==> src/ldc_cfg.svh <==
// constants of the LED dimming channel control block
`ifndef LDC_CFG_SVH
`define LDC_CFG_SVH
// timing
`define LDC_SYS_HZ 50000000
`define LDC_OSC_HZ 20000000
`define LDC_OSC_INC (`LDC_OSC_HZ / 10000000)
`define LDC_OSC_MOD (`LDC_SYS_HZ / 10000000)
`define LDC_HYST_NS 6400
`define LDC_HYST_TICKS ((`LDC_HYST_NS * (`LDC_OSC_HZ / 1000000)) / 1000)
`define LDC_PER_MAX 131072
// i2c slave addresses picked by the mode strap
`define LDC_ADDR_LOW 7'h2B
`define LDC_ADDR_HIGH 7'h2A
// register offsets
`define LDC_REG_SRC 8'h00
`define LDC_REG_DBRT_L 8'h01
`define LDC_REG_DBRT_H 8'h02
`define LDC_REG_SLOPE 8'h03
`define LDC_REG_DITHER 8'h04
`define LDC_REG_STATUS 8'h05
`define LDC_REG_CODE_BASE 8'h10
// field positions
`define LDC_CODE_HI_MSB 3
`define LDC_SLOPE_MSB 2
`define LDC_DITHER_MSB 3
// reset values, full code and hybrid knee
`define LDC_RST_SRC 1'h0
`define LDC_RST_DBRT 16'hFFFF
`define LDC_RST_SLOPE 3'h1
`define LDC_RST_DITHER 4'h0
`define LDC_RST_CODE 12'hFFF
`define LDC_CODE_FULL 12'hFFF
`define LDC_HYB_KNEE 16'h2000
`endif

==> src/ldc_pkg.sv <==
// types of the LED dimming channel control block
package ldc_pkg;
  typedef enum logic [1:0] {
    LDC_PSPWM = 2'h0,
    LDC_HYBRID = 2'h1,
    LDC_CURRENT = 2'h2,
    LDC_DIRECT = 2'h3
  } ldc_dim_mode_t;
  typedef enum logic [3:0] {
    LDC_I2C_IDLE = 4'h0,
    LDC_I2C_ADDR = 4'h1,
    LDC_I2C_ACKA = 4'h2,
    LDC_I2C_REG = 4'h3,
    LDC_I2C_ACKR = 4'h4,
    LDC_I2C_WDAT = 4'h5,
    LDC_I2C_ACKW = 4'h6,
    LDC_I2C_RDAT = 4'h7,
    LDC_I2C_RACK = 4'h8
  } ldc_i2c_state_t;
endpackage

==> src/ldc_reg_if.sv <==
// register access carrier between the i2c slave and the register file
`timescale 1ns/100ps
interface ldc_reg_if;
  logic [7:0] ptr;
  logic [7:0] wdata;
  logic wrStb;
  logic [7:0] rdata;
  modport slave (output ptr, output wdata, output wrStb, input rdata);
  modport regs (input ptr, input wdata, input wrStb, output rdata);
endinterface

==> src/led_dimming_channel_control.sv <==
// six-channel LED dimming control: straps, PWM, phase shift, brightness path
`timescale 1ns/100ps
`include "ldc_cfg.svh"
// How it works
// sink level is code times brightness scale
// every current code resets to 0xFFF
// strap sampled once, sets grouping and phases
// string arrangement never changes until next reset
// eight arrangements of single, paired, triple groups or one group of all six
// groups evenly spread over one PWM period
// board grounds sinks left unused
// PWM period from 20 MHz tick, eight settings
// one global brightness for all strings
// source select defaults to PWM input
// sloper on by default, sloper and dither writable
// mode strap gives dimming mode and address
// steps per period equal oscillator over frequency
// phase-shift mode: constant delay between groups
// direct mode follows the PWM input pin
// ganged channels switch together, period over groups
module led_dimming_channel_control import ldc_pkg::*; (
  // clock, reset, enable
  input wire logic sys_clk,
  input wire logic rst_b,
  input wire logic ce,
  // straps
  input wire logic [2:0] string_config_strap,
  input wire logic [2:0] modeStrap,
  input wire logic [2:0] dim_frequency_strap,
  // brightness input pin
  input wire logic pwmIn,
  // i2c
  input wire logic sclIn,
  input wire logic sdaIn,
  output logic sdaOut,
  output logic sdaOe,
  // sink outputs
  output logic [5:0] sinkEnable,
  output logic [71:0] sinkLevel
);
  // ********************************************************
  // straps
  // ********************************************************
  logic strapsTaken;
  logic [2:0] cfgSel;
  logic [2:0] modeSel;
  logic [2:0] fSel;

  always_ff @(posedge sys_clk or negedge rst_b)
  begin
    if (!rst_b)
    begin
      strapsTaken <= 1'h0;
      cfgSel <= 3'h0;
      modeSel <= 3'h0;
      fSel <= 3'h0;
    end
    else if (ce && !strapsTaken)
    begin
      // taken once after reset; later strap moves are ignored
      strapsTaken <= 1'h1;
      cfgSel <= string_config_strap;
      modeSel <= modeStrap;
      fSel <= dim_frequency_strap;
    end
  end

  wire ldc_dim_mode_t dimMode = ldc_dim_mode_t'(modeSel[1:0]);
  wire [6:0] devAddr = modeSel[2] ? `LDC_ADDR_HIGH : `LDC_ADDR_LOW;

  function automatic logic [2:0] groupOf(input logic [2:0] cfg, input logic [2:0] ch);
    case (cfg)
      3'h5: groupOf = ch >> 1;
      3'h6: groupOf = (ch > 3'h2) ? 3'h1 : 3'h0;
      3'h7: groupOf = 3'h0;
      default: groupOf = ch;
    endcase
  endfunction

  function automatic logic [2:0] groupCount(input logic [2:0] cfg);
    case (cfg)
      3'h0: groupCount = 3'h6;
      3'h1: groupCount = 3'h5;
      3'h2: groupCount = 3'h4;
      3'h3, 3'h5: groupCount = 3'h3;
      3'h4, 3'h6: groupCount = 3'h2;
      default: groupCount = 3'h1;
    endcase
  endfunction

  // ********************************************************
  // register file
  // ********************************************************
  ldc_reg_if regBus();
  logic srcSel;
  logic [15:0] dispBrt;
  logic [2:0] slopeSel;
  logic [3:0] ditherSel;
  logic [11:0] code [6];
  logic [15:0] curBrt;

  ldc_i2c_slave uI2c (
    .sys_clk(sys_clk),
    .rst_b(rst_b),
    .ce(ce),
    .sclIn(sclIn),
    .sdaIn(sdaIn),
    .sdaOe(sdaOe),
    .devAddr(devAddr),
    .regs(regBus.slave)
  );
  assign sdaOut = 1'h0;

  wire wrHit = ce & regBus.wrStb;
  wire [7:0] codeOff = regBus.ptr - `LDC_REG_CODE_BASE;
  wire [7:0] codeRdOff = regBus.ptr - `LDC_REG_CODE_BASE;

  always_ff @(posedge sys_clk or negedge rst_b)
  begin
    if (!rst_b)
    begin
      srcSel <= `LDC_RST_SRC;
      dispBrt <= `LDC_RST_DBRT;
      slopeSel <= `LDC_RST_SLOPE;
      ditherSel <= `LDC_RST_DITHER;
    end
    else if (wrHit)
    begin
      if (regBus.ptr == `LDC_REG_SRC)
        srcSel <= regBus.wdata[0];
      if (regBus.ptr == `LDC_REG_DBRT_L)
        dispBrt[7:0] <= regBus.wdata;
      if (regBus.ptr == `LDC_REG_DBRT_H)
        dispBrt[15:8] <= regBus.wdata;
      if (regBus.ptr == `LDC_REG_SLOPE)
        slopeSel <= regBus.wdata[`LDC_SLOPE_MSB:0];
      if (regBus.ptr == `LDC_REG_DITHER)
        ditherSel <= regBus.wdata[`LDC_DITHER_MSB:0];
    end
  end

  always_comb
  begin
    regBus.rdata = 8'h00;
    case (regBus.ptr)
      `LDC_REG_SRC: regBus.rdata = {7'h00, srcSel};
      `LDC_REG_DBRT_L: regBus.rdata = dispBrt[7:0];
      `LDC_REG_DBRT_H: regBus.rdata = dispBrt[15:8];
      `LDC_REG_SLOPE: regBus.rdata = {5'h00, slopeSel};
      `LDC_REG_DITHER: regBus.rdata = {4'h0, ditherSel};
      `LDC_REG_STATUS: regBus.rdata = {strapsTaken, 1'h0, modeSel, cfgSel};
      default:
        if (codeRdOff < 8'd12)
          regBus.rdata = codeRdOff[0] ? {4'h0, code[codeRdOff[3:1]][11:8]}
                                      : code[codeRdOff[3:1]][7:0];
    endcase
  end

  // ********************************************************
  // oscillator tick and PWM period
  // ********************************************************
  logic [2:0] oscAcc;
  logic [16:0] pwmCnt;
  logic [3:0] frameCnt;
  wire [2:0] oscSum = oscAcc + 3'(`LDC_OSC_INC);
  wire oscTick = oscSum >= 3'(`LDC_OSC_MOD);
  wire [2:0] next_oscAcc = oscTick ? oscSum - 3'(`LDC_OSC_MOD) : oscSum;
  // one count per oscillator tick, so steps = 20 MHz / frequency
  wire [16:0] periodMask = 17'h1FFFF >> fSel;
  wire periodEnd = oscTick & (pwmCnt == periodMask);

  always_ff @(posedge sys_clk or negedge rst_b)
  begin
    if (!rst_b)
    begin
      oscAcc <= 3'h0;
      pwmCnt <= 17'h00000;
      frameCnt <= 4'h0;
    end
    else if (ce)
    begin
      oscAcc <= next_oscAcc;
      if (oscTick)
        pwmCnt <= periodEnd ? 17'h00000 : pwmCnt + 17'h00001;
      if (periodEnd)
        frameCnt <= frameCnt + 4'h1;
    end
  end

  // ********************************************************
  // brightness path: input duty, source select, sloper
  // ********************************************************
  logic [15:0] winCnt;
  logic [16:0] highCnt;
  logic [15:0] pwmBrt;
  logic [9:0] slopeDiv;
  wire [15:0] measBrt = highCnt[16] ? 16'hFFFF : highCnt[15:0];
  wire [15:0] measDiff = (measBrt > pwmBrt) ? measBrt - pwmBrt : pwmBrt - measBrt;
  // small duty wobble from slow pin edges must not move the LEDs
  wire measMove = measDiff > 16'(`LDC_HYST_TICKS);
  wire [15:0] targetBrt = srcSel ? dispBrt : pwmBrt;
  wire [9:0] slopeMask = 10'((11'h004 << slopeSel) - 11'h001);
  wire slopeTick = oscTick & ((slopeDiv & slopeMask) == 10'h000);

  always_ff @(posedge sys_clk or negedge rst_b)
  begin
    if (!rst_b)
    begin
      winCnt <= 16'h0000;
      highCnt <= 17'h00000;
      pwmBrt <= 16'h0000;
      slopeDiv <= 10'h000;
      curBrt <= 16'h0000;
    end
    else if (ce)
    begin
      if (oscTick)
      begin
        winCnt <= winCnt + 16'h0001;
        slopeDiv <= slopeDiv + 10'h001;
        highCnt <= (winCnt == 16'hFFFF) ? 17'h00000 : highCnt + {16'h0000, pwmIn};
        if (winCnt == 16'hFFFF && measMove)
          pwmBrt <= measBrt;
      end
      if (slopeSel == 3'h0)
        curBrt <= targetBrt;
      else if (slopeTick && curBrt != targetBrt)
        curBrt <= (curBrt < targetBrt) ? curBrt + 16'h0001 : curBrt - 16'h0001;
    end
  end

  // ********************************************************
  // duty, dither and dimming mode
  // ********************************************************
  wire hybLow = (dimMode == LDC_HYBRID) && (curBrt < `LDC_HYB_KNEE);
  wire [15:0] dutyBrt = hybLow ? {curBrt[12:0], 3'h0} : curBrt;
  wire pwmFull = (dimMode == LDC_CURRENT) || ((dimMode == LDC_HYBRID) && !hybLow);
  wire [15:0] levelScale = (dimMode == LDC_CURRENT) ? curBrt
                         : (dimMode == LDC_HYBRID) ? (hybLow ? `LDC_HYB_KNEE : curBrt)
                         : 16'hFFFF;
  wire [20:0] dutyExt = {dutyBrt, dutyBrt[15], 4'h0} >> fSel;
  wire [2:0] ditherBits = (ditherSel > 4'h4) ? 3'h4 : ditherSel[2:0];
  wire [3:0] ditherFrac = dutyExt[3:0] >> (3'h4 - ditherBits);
  wire [3:0] ditherPos = frameCnt & 4'((5'h01 << ditherBits) - 5'h01);
  wire [17:0] dutyEff = {1'h0, dutyExt[20:4]} + {17'h00000, ditherPos < ditherFrac};
  wire [2:0] numGroups = groupCount(cfgSel);
  wire [16:0] recip = 17'(`LDC_PER_MAX / {29'h0, numGroups});

  // ********************************************************
  // per-channel phase and outputs
  // ********************************************************
  logic [5:0] next_sinkEnable;
  logic [71:0] next_sinkLevel;
  genvar ch;
  generate
    for (ch = 0; ch < 6; ch++)
    begin : gCh
      wire [2:0] grp = groupOf(cfgSel, 3'(ch));
      wire active = (cfgSel > 3'h4) || (3'(ch) < numGroups);
      wire [19:0] offFull = 20'(grp) * {3'h0, recip};
      wire [16:0] offset = 17'(offFull >> fSel) & periodMask;
      wire [16:0] phase = (pwmCnt - offset) & periodMask;
      wire [27:0] prod = code[ch] * levelScale;
      // full scale drops one LSB in the shift; give it back, but keep code zero dark
      wire roundUp = &levelScale & (|code[ch]);
      wire on = (dimMode == LDC_DIRECT) ? pwmIn
              : (pwmFull | ({1'h0, phase} < dutyEff));
      assign next_sinkEnable[ch] = active & on;
      assign next_sinkLevel[ch * 12 +: 12] = active ? prod[27:16] + {11'h000, roundUp}
                                                    : 12'h000;

      always_ff @(posedge sys_clk or negedge rst_b)
      begin
        if (!rst_b)
          code[ch] <= `LDC_RST_CODE;
        else if (wrHit && codeOff[7:1] == 7'(ch) && codeOff < 8'd12)
        begin
          if (codeOff[0])
            code[ch][11:8] <= regBus.wdata[`LDC_CODE_HI_MSB:0];
          else
            code[ch][7:0] <= regBus.wdata;
        end
      end
    end
  endgenerate

  always_ff @(posedge sys_clk or negedge rst_b)
  begin
    if (!rst_b)
    begin
      sinkEnable <= 6'h00;
      sinkLevel <= 72'h0;
    end
    else if (ce)
    begin
      sinkEnable <= strapsTaken ? next_sinkEnable : 6'h00;
      sinkLevel <= next_sinkLevel;
    end
  end
endmodule

==> src/ldc_i2c_slave.sv <==
// i2c slave that turns bus transfers into register reads and writes
`timescale 1ns/100ps
module ldc_i2c_slave import ldc_pkg::*; (
  // clock and reset
  input wire logic sys_clk,
  input wire logic rst_b,
  input wire logic ce,
  // i2c pins, sda is open drain and only ever pulled low
  input wire logic sclIn,
  input wire logic sdaIn,
  output logic sdaOe,
  // strapped address
  input wire logic [6:0] devAddr,
  // register side
  ldc_reg_if.slave regs
);
  ldc_i2c_state_t state;
  logic sclPrev;
  logic sdaPrev;
  logic [7:0] shift;
  logic [3:0] bitCnt;
  logic isRead;
  logic ackOk;

  wire sclRise = sclIn & ~sclPrev;
  wire sclFall = ~sclIn & sclPrev;
  wire startCond = sclIn & sclPrev & sdaPrev & ~sdaIn;
  wire stopCond = sclIn & sclPrev & ~sdaPrev & sdaIn;
  wire inByte = (state == LDC_I2C_ADDR) | (state == LDC_I2C_REG) | (state == LDC_I2C_WDAT);
  wire byteDone = bitCnt == 4'h8;

  always_ff @(posedge sys_clk or negedge rst_b)
  begin
    if (!rst_b)
    begin
      state <= LDC_I2C_IDLE;
      sclPrev <= 1'h1;
      sdaPrev <= 1'h1;
      shift <= 8'h00;
      bitCnt <= 4'h0;
      isRead <= 1'h0;
      ackOk <= 1'h0;
      sdaOe <= 1'h0;
      regs.ptr <= 8'h00;
      regs.wdata <= 8'h00;
      regs.wrStb <= 1'h0;
    end
    else if (ce)
    begin
      sclPrev <= sclIn;
      sdaPrev <= sdaIn;
      regs.wrStb <= 1'h0;
      if (startCond)
      begin
        state <= LDC_I2C_ADDR;
        bitCnt <= 4'h0;
        sdaOe <= 1'h0;
      end
      else if (stopCond)
      begin
        state <= LDC_I2C_IDLE;
        sdaOe <= 1'h0;
      end
      else if (sclRise)
      begin
        if (inByte)
        begin
          shift <= {shift[6:0], sdaIn};
          bitCnt <= bitCnt + 4'h1;
        end
        if (state == LDC_I2C_RACK)
          ackOk <= ~sdaIn;
      end
      else if (sclFall)
      begin
        case (state)
          LDC_I2C_ADDR:
            if (byteDone)
            begin
              sdaOe <= shift[7:1] == devAddr;
              isRead <= shift[0];
              state <= (shift[7:1] == devAddr) ? LDC_I2C_ACKA : LDC_I2C_IDLE;
            end
          LDC_I2C_REG:
            if (byteDone)
            begin
              regs.ptr <= shift;
              sdaOe <= 1'h1;
              state <= LDC_I2C_ACKR;
            end
          LDC_I2C_WDAT:
            if (byteDone)
            begin
              regs.wdata <= shift;
              regs.wrStb <= 1'h1;
              sdaOe <= 1'h1;
              state <= LDC_I2C_ACKW;
            end
          LDC_I2C_ACKA, LDC_I2C_RACK:
            if ((state == LDC_I2C_ACKA && isRead) || (state == LDC_I2C_RACK && ackOk))
            begin
              shift <= regs.rdata;
              sdaOe <= ~regs.rdata[7];
              bitCnt <= 4'h0;
              state <= LDC_I2C_RDAT;
            end
            else
            begin
              sdaOe <= 1'h0;
              bitCnt <= 4'h0;
              state <= (state == LDC_I2C_ACKA) ? LDC_I2C_REG : LDC_I2C_IDLE;
            end
          LDC_I2C_ACKR, LDC_I2C_ACKW:
          begin
            // pointer steps after each written byte for burst writes
            if (state == LDC_I2C_ACKW)
              regs.ptr <= regs.ptr + 8'h01;
            sdaOe <= 1'h0;
            bitCnt <= 4'h0;
            state <= LDC_I2C_WDAT;
          end
          LDC_I2C_RDAT:
            if (bitCnt == 4'h7)
            begin
              sdaOe <= 1'h0;
              regs.ptr <= regs.ptr + 8'h01;
              state <= LDC_I2C_RACK;
            end
            else
            begin
              shift <= {shift[6:0], 1'h0};
              sdaOe <= ~shift[6];
              bitCnt <= bitCnt + 4'h1;
            end
          default:
            state <= LDC_I2C_IDLE;
        endcase
      end
    end
  end
endmodule

==> config.mk <==
export PLATFORM = sky130hd
export DESIGN_NAME = led_dimming_channel_control
export DESIGN_NICKNAME = d
export VERILOG_FILES = /design/src/ldc_pkg.sv /design/src/ldc_reg_if.sv /design/src/led_dimming_channel_control.sv /design/src/ldc_i2c_slave.sv
export VERILOG_INCLUDE_DIRS = /design/src
export SDC_FILE = /design/constraint.sdc
export NUM_CORES = 2
export LEC_CHECK = 0
export ABC_AREA = 1
export ABC_CLOCK_PERIOD_IN_PS = 25000
export BUFFER_PORTS_ARGS = -buffer_cell sky130_fd_sc_hd__buf_4
export CAP_MARGIN = 20
export CORE_MARGIN = 5
export CORE_UTILIZATION = 55
export DETAILED_ROUTE_END_ITERATION = 10
export GPL_ROUTABILITY_DRIVEN = 0
export PLACE_DENSITY = 0.81
export SYNTH_ARGS = -nofsm -noshare
export SYNTH_HDL_FRONTEND = slang
export SYNTH_HIERARCHICAL = 1
export SYNTH_SLANG_ARGS = --single-unit
==> constraint.sdc <==
create_clock -name sys_clk -period 25 [get_ports sys_clk]
set_clock_uncertainty 0.05 [all_clocks]
set_input_delay 3.75 -clock sys_clk [delete_from_list [all_inputs] [get_ports sys_clk]]
set_output_delay 3.75 -clock sys_clk [all_outputs]
set_load 0.05 [all_outputs]
# Word level (Yosys, flattened, before mapping)
# Cells that the tools add are included.
[totals] ff_bits=321 latchBits=0 ram_bits=0 mem_bits_ro=0 elab_cells=392 memories=0
[op_classes] add_sub_neg=30 multipliers=11 div_mod_pow=1 order_cmp=22 eq_ne=49 shift=11 mux=84 n_bitwise=55 reduce_logical=87
[op_table] cell="$and A17 B17 Y17" n=12
[op_table] cell="$mul A12 B16 Y28" n=6
[op_table] cell="$mux W16" n=10
[op_table] cell="$lt A17 B18 Y1" n=6
[op_table] cell="$sub A17 B17 Y17" n=6
[op_table] cell="$mul A3 B17 Y20" n=5
[op_table] cell="$shr A20 B3 Y17" n=5
[op_table] cell="$mux W12" n=8
[op_table] cell="$mux W8" n=10
[op_table] cell="$add A12 B1 Y12" n=6
[op_table] cell="$reduce_or A12 Y1" n=6
[op_table] cell="$mux W4" n=15
[op_table] cell="$pmux W8 S6" n=1
[op_table] cell="$reduce_and A2 Y1" n=20
[op_table] cell="$bmux W12 S3" n=1
[op_table] cell="$mux W17" n=2
[op_table] cell="$add A16 B1 Y16 const B" n=2
[op_table] cell="$div A18 B3 Y32 const A" n=1
[op_table] cell="$sub A16 B16 Y16" n=2
[op_table] cell="$pmux W4 S6" n=1
[op_table] cell="$pmux W8 S3" n=1
[op_table] cell="$and A1 B1 Y1" n=22
[op_table] cell="$mux W1" n=22
[op_table] cell="$reduce_and A7 Y1" n=3
[op_table] cell="92 further kinds" n=177

# Longest topological paths before layout
[logic_depth] depth_word=15 ltp_mapped=241

# Modules after synthesis
# Netlist, hierarchy kept.
[modules_own_cells] module="led_dimming_channel_control" instances=1 cells_each=9393 area_each_um2=68802.2 seq_area_each_um2=7168.1
[modules_own_cells] module="ldc_i2c_slave" instances=1 cells_each=364 area_each_um2=2526.2 seq_area_each_um2=953.4

# Worst setup path after synthesis
# OpenSTA, ideal clock, no wires.
[synth_path] kind="reg-to-reg" from="reg cfgSel[1]" to="reg sinkEnable[4]" setup_ns=0.122 arrival_time_ns=22.466 t_required_ns=24.828 setup_slack_ns=2.363 path_stages_with_launch=166 n_path_buf=12 path_cell_list="dfrtp_1 -> inv_1 -> nor2_1 -> o21ai_0 -> inv_1 -> ha_1 -> buf_2 -> inv_1 -> nor2_1 -> inv_1 -> nand2_4 -> nor2_8 -> nand3_4 -> nor2_1 -> a31oi_1 -> ha_1 -> a21oi_1 -> inv_1 -> [130 not listed] -> nor2_1 -> o21ai_0 -> a21oi_1 -> o21bai_1 -> nand2_1 -> inv_1 -> a221o_1 -> nand3_1 -> nand2_1 -> inv_1 -> o31ai_1 -> xor2_1 -> a21oi_1 -> o21a_1 -> ha_1 -> a21oi_1 -> or2_2 -> a32o_1"
[synth_via] elab_chain_len=14 elab_cells_between_ends=26 cone_classes="add/sub: 1; mul: 1; div: 1; order compare: 3; eq/ne: 7; shift: 1; mux: 4; bitwise: 4; reduce/logical: 4"
[synth_rtl] item="from (decl)" line_no="led_dimming_channel_control.sv:45" source="logic [2:0] cfgSel;"
[synth_rtl] item="from (signal assigned)" line_no="led_dimming_channel_control.sv:62" source="cfgSel <= string_config_strap;"
[synth_rtl] item="$eq A3 B3 Y1 (tied with other cells)" line_no="led_dimming_channel_control.sv:72, led_dimming_channel_control.sv:81"
[synth_rtl] item="$reduce_or A2 Y1" line_no="led_dimming_channel_control.sv:81" source="case (cfg)"
[synth_rtl] item="$pmux W3 S5" line_no="led_dimming_channel_control.sv:81"
[synth_rtl] item="$div A18 B3 Y32 (no source line)"
[synth_rtl] item="$mul A3 B17 Y20" line_no="led_dimming_channel_control.sv:260" source="wire [19:0] offFull = 20'(grp) * {3'h0, recip};"
[synth_rtl] item="$shr A20 B3 Y17" line_no="led_dimming_channel_control.sv:261" source="wire [16:0] offset = 17'(offFull >> fSel) & periodMask;"
[synth_rtl] item="$and A17 B17 Y17" line_no="led_dimming_channel_control.sv:261"
[synth_rtl] item="$sub A17 B17 Y17" line_no="led_dimming_channel_control.sv:262" source="wire [16:0] phase = (pwmCnt - offset) & periodMask;"
[synth_rtl] item="$and A17 B17 Y17" line_no="led_dimming_channel_control.sv:262"
[synth_rtl] item="$lt A17 B18 Y1" line_no="led_dimming_channel_control.sv:267" source=": (pwmFull | ({1'h0, phase} < dutyEff));"
[synth_rtl] item="$or A1 B1 Y1" line_no="led_dimming_channel_control.sv:267"
[synth_rtl] item="$mux W1" line_no="led_dimming_channel_control.sv:266" source="wire on = (dimMode == LDC_DIRECT) ? pwmIn"
[synth_rtl] item="$and A1 B1 Y1 *" line_no="led_dimming_channel_control.sv:268" source="assign next_sinkEnable[ch] = active & on;"
[synth_rtl] item="$mux W6 *" line_no="led_dimming_channel_control.sv:296" source="sinkEnable <= strapsTaken ? next_sinkEnable : 6'h00;"
[synth_rtl] item="to (signal assigned)" line_no="led_dimming_channel_control.sv:296"
[synth_rtl] item="to (decl)" line_no="led_dimming_channel_control.sv:38" source="output logic [5:0] sinkEnable,"
# Mark *: on every way between the ends. The rest lies on a longest branch, timed or not.
# A chain may end at the register's enable or synchronous reset.

# Worst setup path in the final report
[layout_path] from="reg cfgSel[0]" to="reg sinkEnable[3]"
# Same word-level chain as after synthesis.

==> impl_metrics.tcl <==
set metrics [dict create \
    max_freq_mhz 42.9 \
    drcViolationCount 0 \
    hold_violations 0 \
    initial_core_util_pct 55.2 \
    critPathArrivalTime_ns 23.77 \
    cts_num_sinks 320 \
    synth.distinct_cells 80 \
    p_leak_nw 40.8 \
    reg2reg_from "cfgSel[0]" \
    num_rows 132 \
    pin_count 95 \
    via_count 66900 \
    via_per_inst 5.87 \
    async_reset_ff_share_pct 100 \
    dr_wl_met3_um 23100 \
    worstPathRequired_ns 25.45 \
    grt_pass1_vias 67000 \
    wl_met1_um 77500 \
    syn-cell-area_um2 71300 \
    final_core_util_pct 58.0 \
    die-area_um2 137000 \
    wl_met2_um 97900 \
    crit_path_top_delay_cell "dfrtp_2" \
    wl_per_cell_um 18.9 \
    synthDominantCellAreaShare_pct 24.6 \
    grt_max_degree 139 \
    critical_path.top_delay_family "simple AND/OR/NAND/NOR gates" \
    nNetsFinal 11300 \
    drt_iter0_markers 6630 \
    hp-start "winCnt[15]" \
    critPathKind "reg2reg" \
    avgSynthCellArea_um2 7.31 \
    vdd_drop_max_mv 0.0431 \
    synth_edf_count 0 \
    tightest_slew_ns 1.15 \
    numCtsBuffers 42 \
    die-width_um 370 \
    rrSetupSlack_ns 1.68 \
    cap_viol_max_count 0 \
    min_to "winCnt[15]" \
    clk_latency_ns 0.66 \
    die_h_um 370 \
    top_layer "met5" \
    fin_crit_ns 23.32 \
    synth_largest_area_cell "fa_1" \
    portBuffers 93 \
    post-place-ws_ns -0.0166 \
    synth_common_cells "2271 x nand2_1, 1715 x inv_1, 956 x nor2_1" \
    grt_antenna_before_repair 7 \
    critPathMaxStageDelay_ns 0.48 \
    p_per_area_nw_per_um2 25.2 \
    drive_gt1_share_pct 6.84 \
    syn_to_final_growth_pct 5.05 \
    core_um2 129000 \
    path_depth 161 \
    drt-pass1-iter-count 6 \
    post-route-period-util_pct 93.3 \
    cp_common_cell "nand2_1" \
    crit_buf_inv 26 \
    clk_pin_slew_ns 0.06 \
    wl_um 216000 \
    grt_overflow 0 \
    slew_headroom_pct 23.0 \
    syn-instance-count 9757 \
    cts_root_buffer "clkbuf_16" \
    hold_class "reg2reg" \
    slew_violations 0 \
    yosys-top-cells-area "fa_1 25%, ha_1 13%, nand2_1 12%" \
    ys.flop_type "dfrtp_1" \
    clockBufferDepth 3 \
    cp-end-kind "flop" \
    ant_nets 0 \
    yosysSeqAreaShare_pct 11.4 \
    groute.usage.overall_pct 31.0 \
    reg2regPathDepth 161 \
    final-setup-viol-count 0 \
    r2r-end "sinkEnable[3]" \
    ys_seq_elements 320 \
    place_hpwl_um 163000 \
    final.setup.worst_slack_ns 1.68 \
    synth.most_common_cell "nand2_1" \
    min_path_cells 1 \
    htreeDepth 2 \
    tritoncts "yes" \
    start_kind "flop" \
    grt_pass1_wl_um 344000 \
    synth_warnings 6 \
    outcome "complete, no violations" \
    path_max_fanout 37 \
]
==> layout make-up <==
type,count,area [um^2]
Sequential cell,320,8130
Tap cell,1742,2180
Clock buffer,58,1180
Antenna cell,3,7.51
Fill cell,11500,54200
Multi-Input combinational cell,7319,55100
Clock inverter,19,235
Inverter,1746,6560
Timing Repair Buffer,194,1500
==> flip-flops by register name, summed over array words and instances, names as in the netlist, 9 cells and up <==
| name | count |
|---|---|
| sinkLevel | 72 |
| curBrt | 16 |
| pwmCnt | 17 |
| pwmBrt | 16 |
| dispBrt | 16 |
| winCnt | 16 |
| slopeDiv | 9 |
| highCnt | 17 |
| code | 72 |
==> worst max-delay path by stage <==
stage / start / to / slack, ns
after floorplan: cfgSel[1] / sinkEnable[4] / 2.36
after global placement: cfgSel[0] / sinkEnable[4] / 0.91
after detailed placement: cfgSel[1] / sinkEnable[4] / -0.02
after CTS: cfgSel[1] / sinkEnable[4] / 0.09
after global routing: cfgSel[0] / sinkEnable[4] / -0.20
final: cfgSel[0] / sinkEnable[3] / 1.68
==> placed cells by master (no fill, tap or decap), types with 190 or more instances in the layout <==
| cell type | netlist | final |
|---|---|---|
| nand2_1 | 2271 | 2256 |
| inv_1 | 1715 | 1708 |
| nor2_1 | 956 | 948 |
| fa_1 | 875 | 875 |
| ha_1 | 745 | 744 |
| o21ai_0 | 553 | 532 |
| a21oi_1 | 389 | 381 |
| nand3_1 | 299 | 299 |
| dfrtp_1 | 229 | 223 |
| xor2_1 | 202 | 202 |
| buf_4 | 9 | 190 |
==> stage by stage <==
| step | instance area (um^2) | std cells | power, mW | TNS, ns | hold WS (ns) |
|---|---|---|---|---|---|
| after global placement | 73100 | 11300 | 1.20 | 0 | 0.406 |
| after CTS | 74600 | 11400 | 1.88 | 0 | 0.424 |
| after detailed placement | 73100 | 11300 | 1.24 | -0.0166 | 0.423 |
| final | 74900 | 11400 | 1.89 | 0 | 0.429 |
| after floorplan | 71400 | 9784 | 1.08 | 0 | 0.392 |
| after global routing | 74900 | 11400 | 2.01 | -0.747 | 0.451 |
==> routing by layer <==
layer	vias up	global-route usage (%)
met1	31800	36.9
met5	-	0
met3	1105	7.18
met2	3713	50.5
met4	8	20.0
li1	30200	-
==> what timing repair did <==
item	4_1_cts	5_1_grt
gates resized for setup	1	57
setup buffers	0	22
setup endpoints to repair	2	5
gates cloned	0	1
pin swaps	0	10
hold buffers	0	0
==> worst register-to-register path, delay by kind of cell, from the launching register on <==
family	cells	cell delay, ns
adders and majority gates	15	4.60
buffers and inverters	26	2.36
AOI/OAI and AO/OA	34	5.32
xor gates and xnor gates	4	0.68
and+or+nand+nor	82	9.62
DFF	1	0.48
==> report_power, final <==
part | internal (mW) | switching, mW | total, mW
Sequential | 0.550 | 0.0554 | 0.605
Clock | 0.358 | 0.275 | 0.633
Combinational | 0.261 | 0.387 | 0.648
Total | 1.17 | 0.717 | 1.89
==> kinds of logic after synthesis <==
kind of cell	after synthesis	share of synthesized area, %
AOI/OAI and AO/OA	1340	11.0
xor gates and xnor gates	310	3.81
adders and majority gates	1620	37.6
buffers and inverters	2146	11.8
DFF	320	11.4
muxes	29	0.407
other	2	0.0105
and+or+nand+nor	3990	24.0
Power figures use the tool's default switching activity.
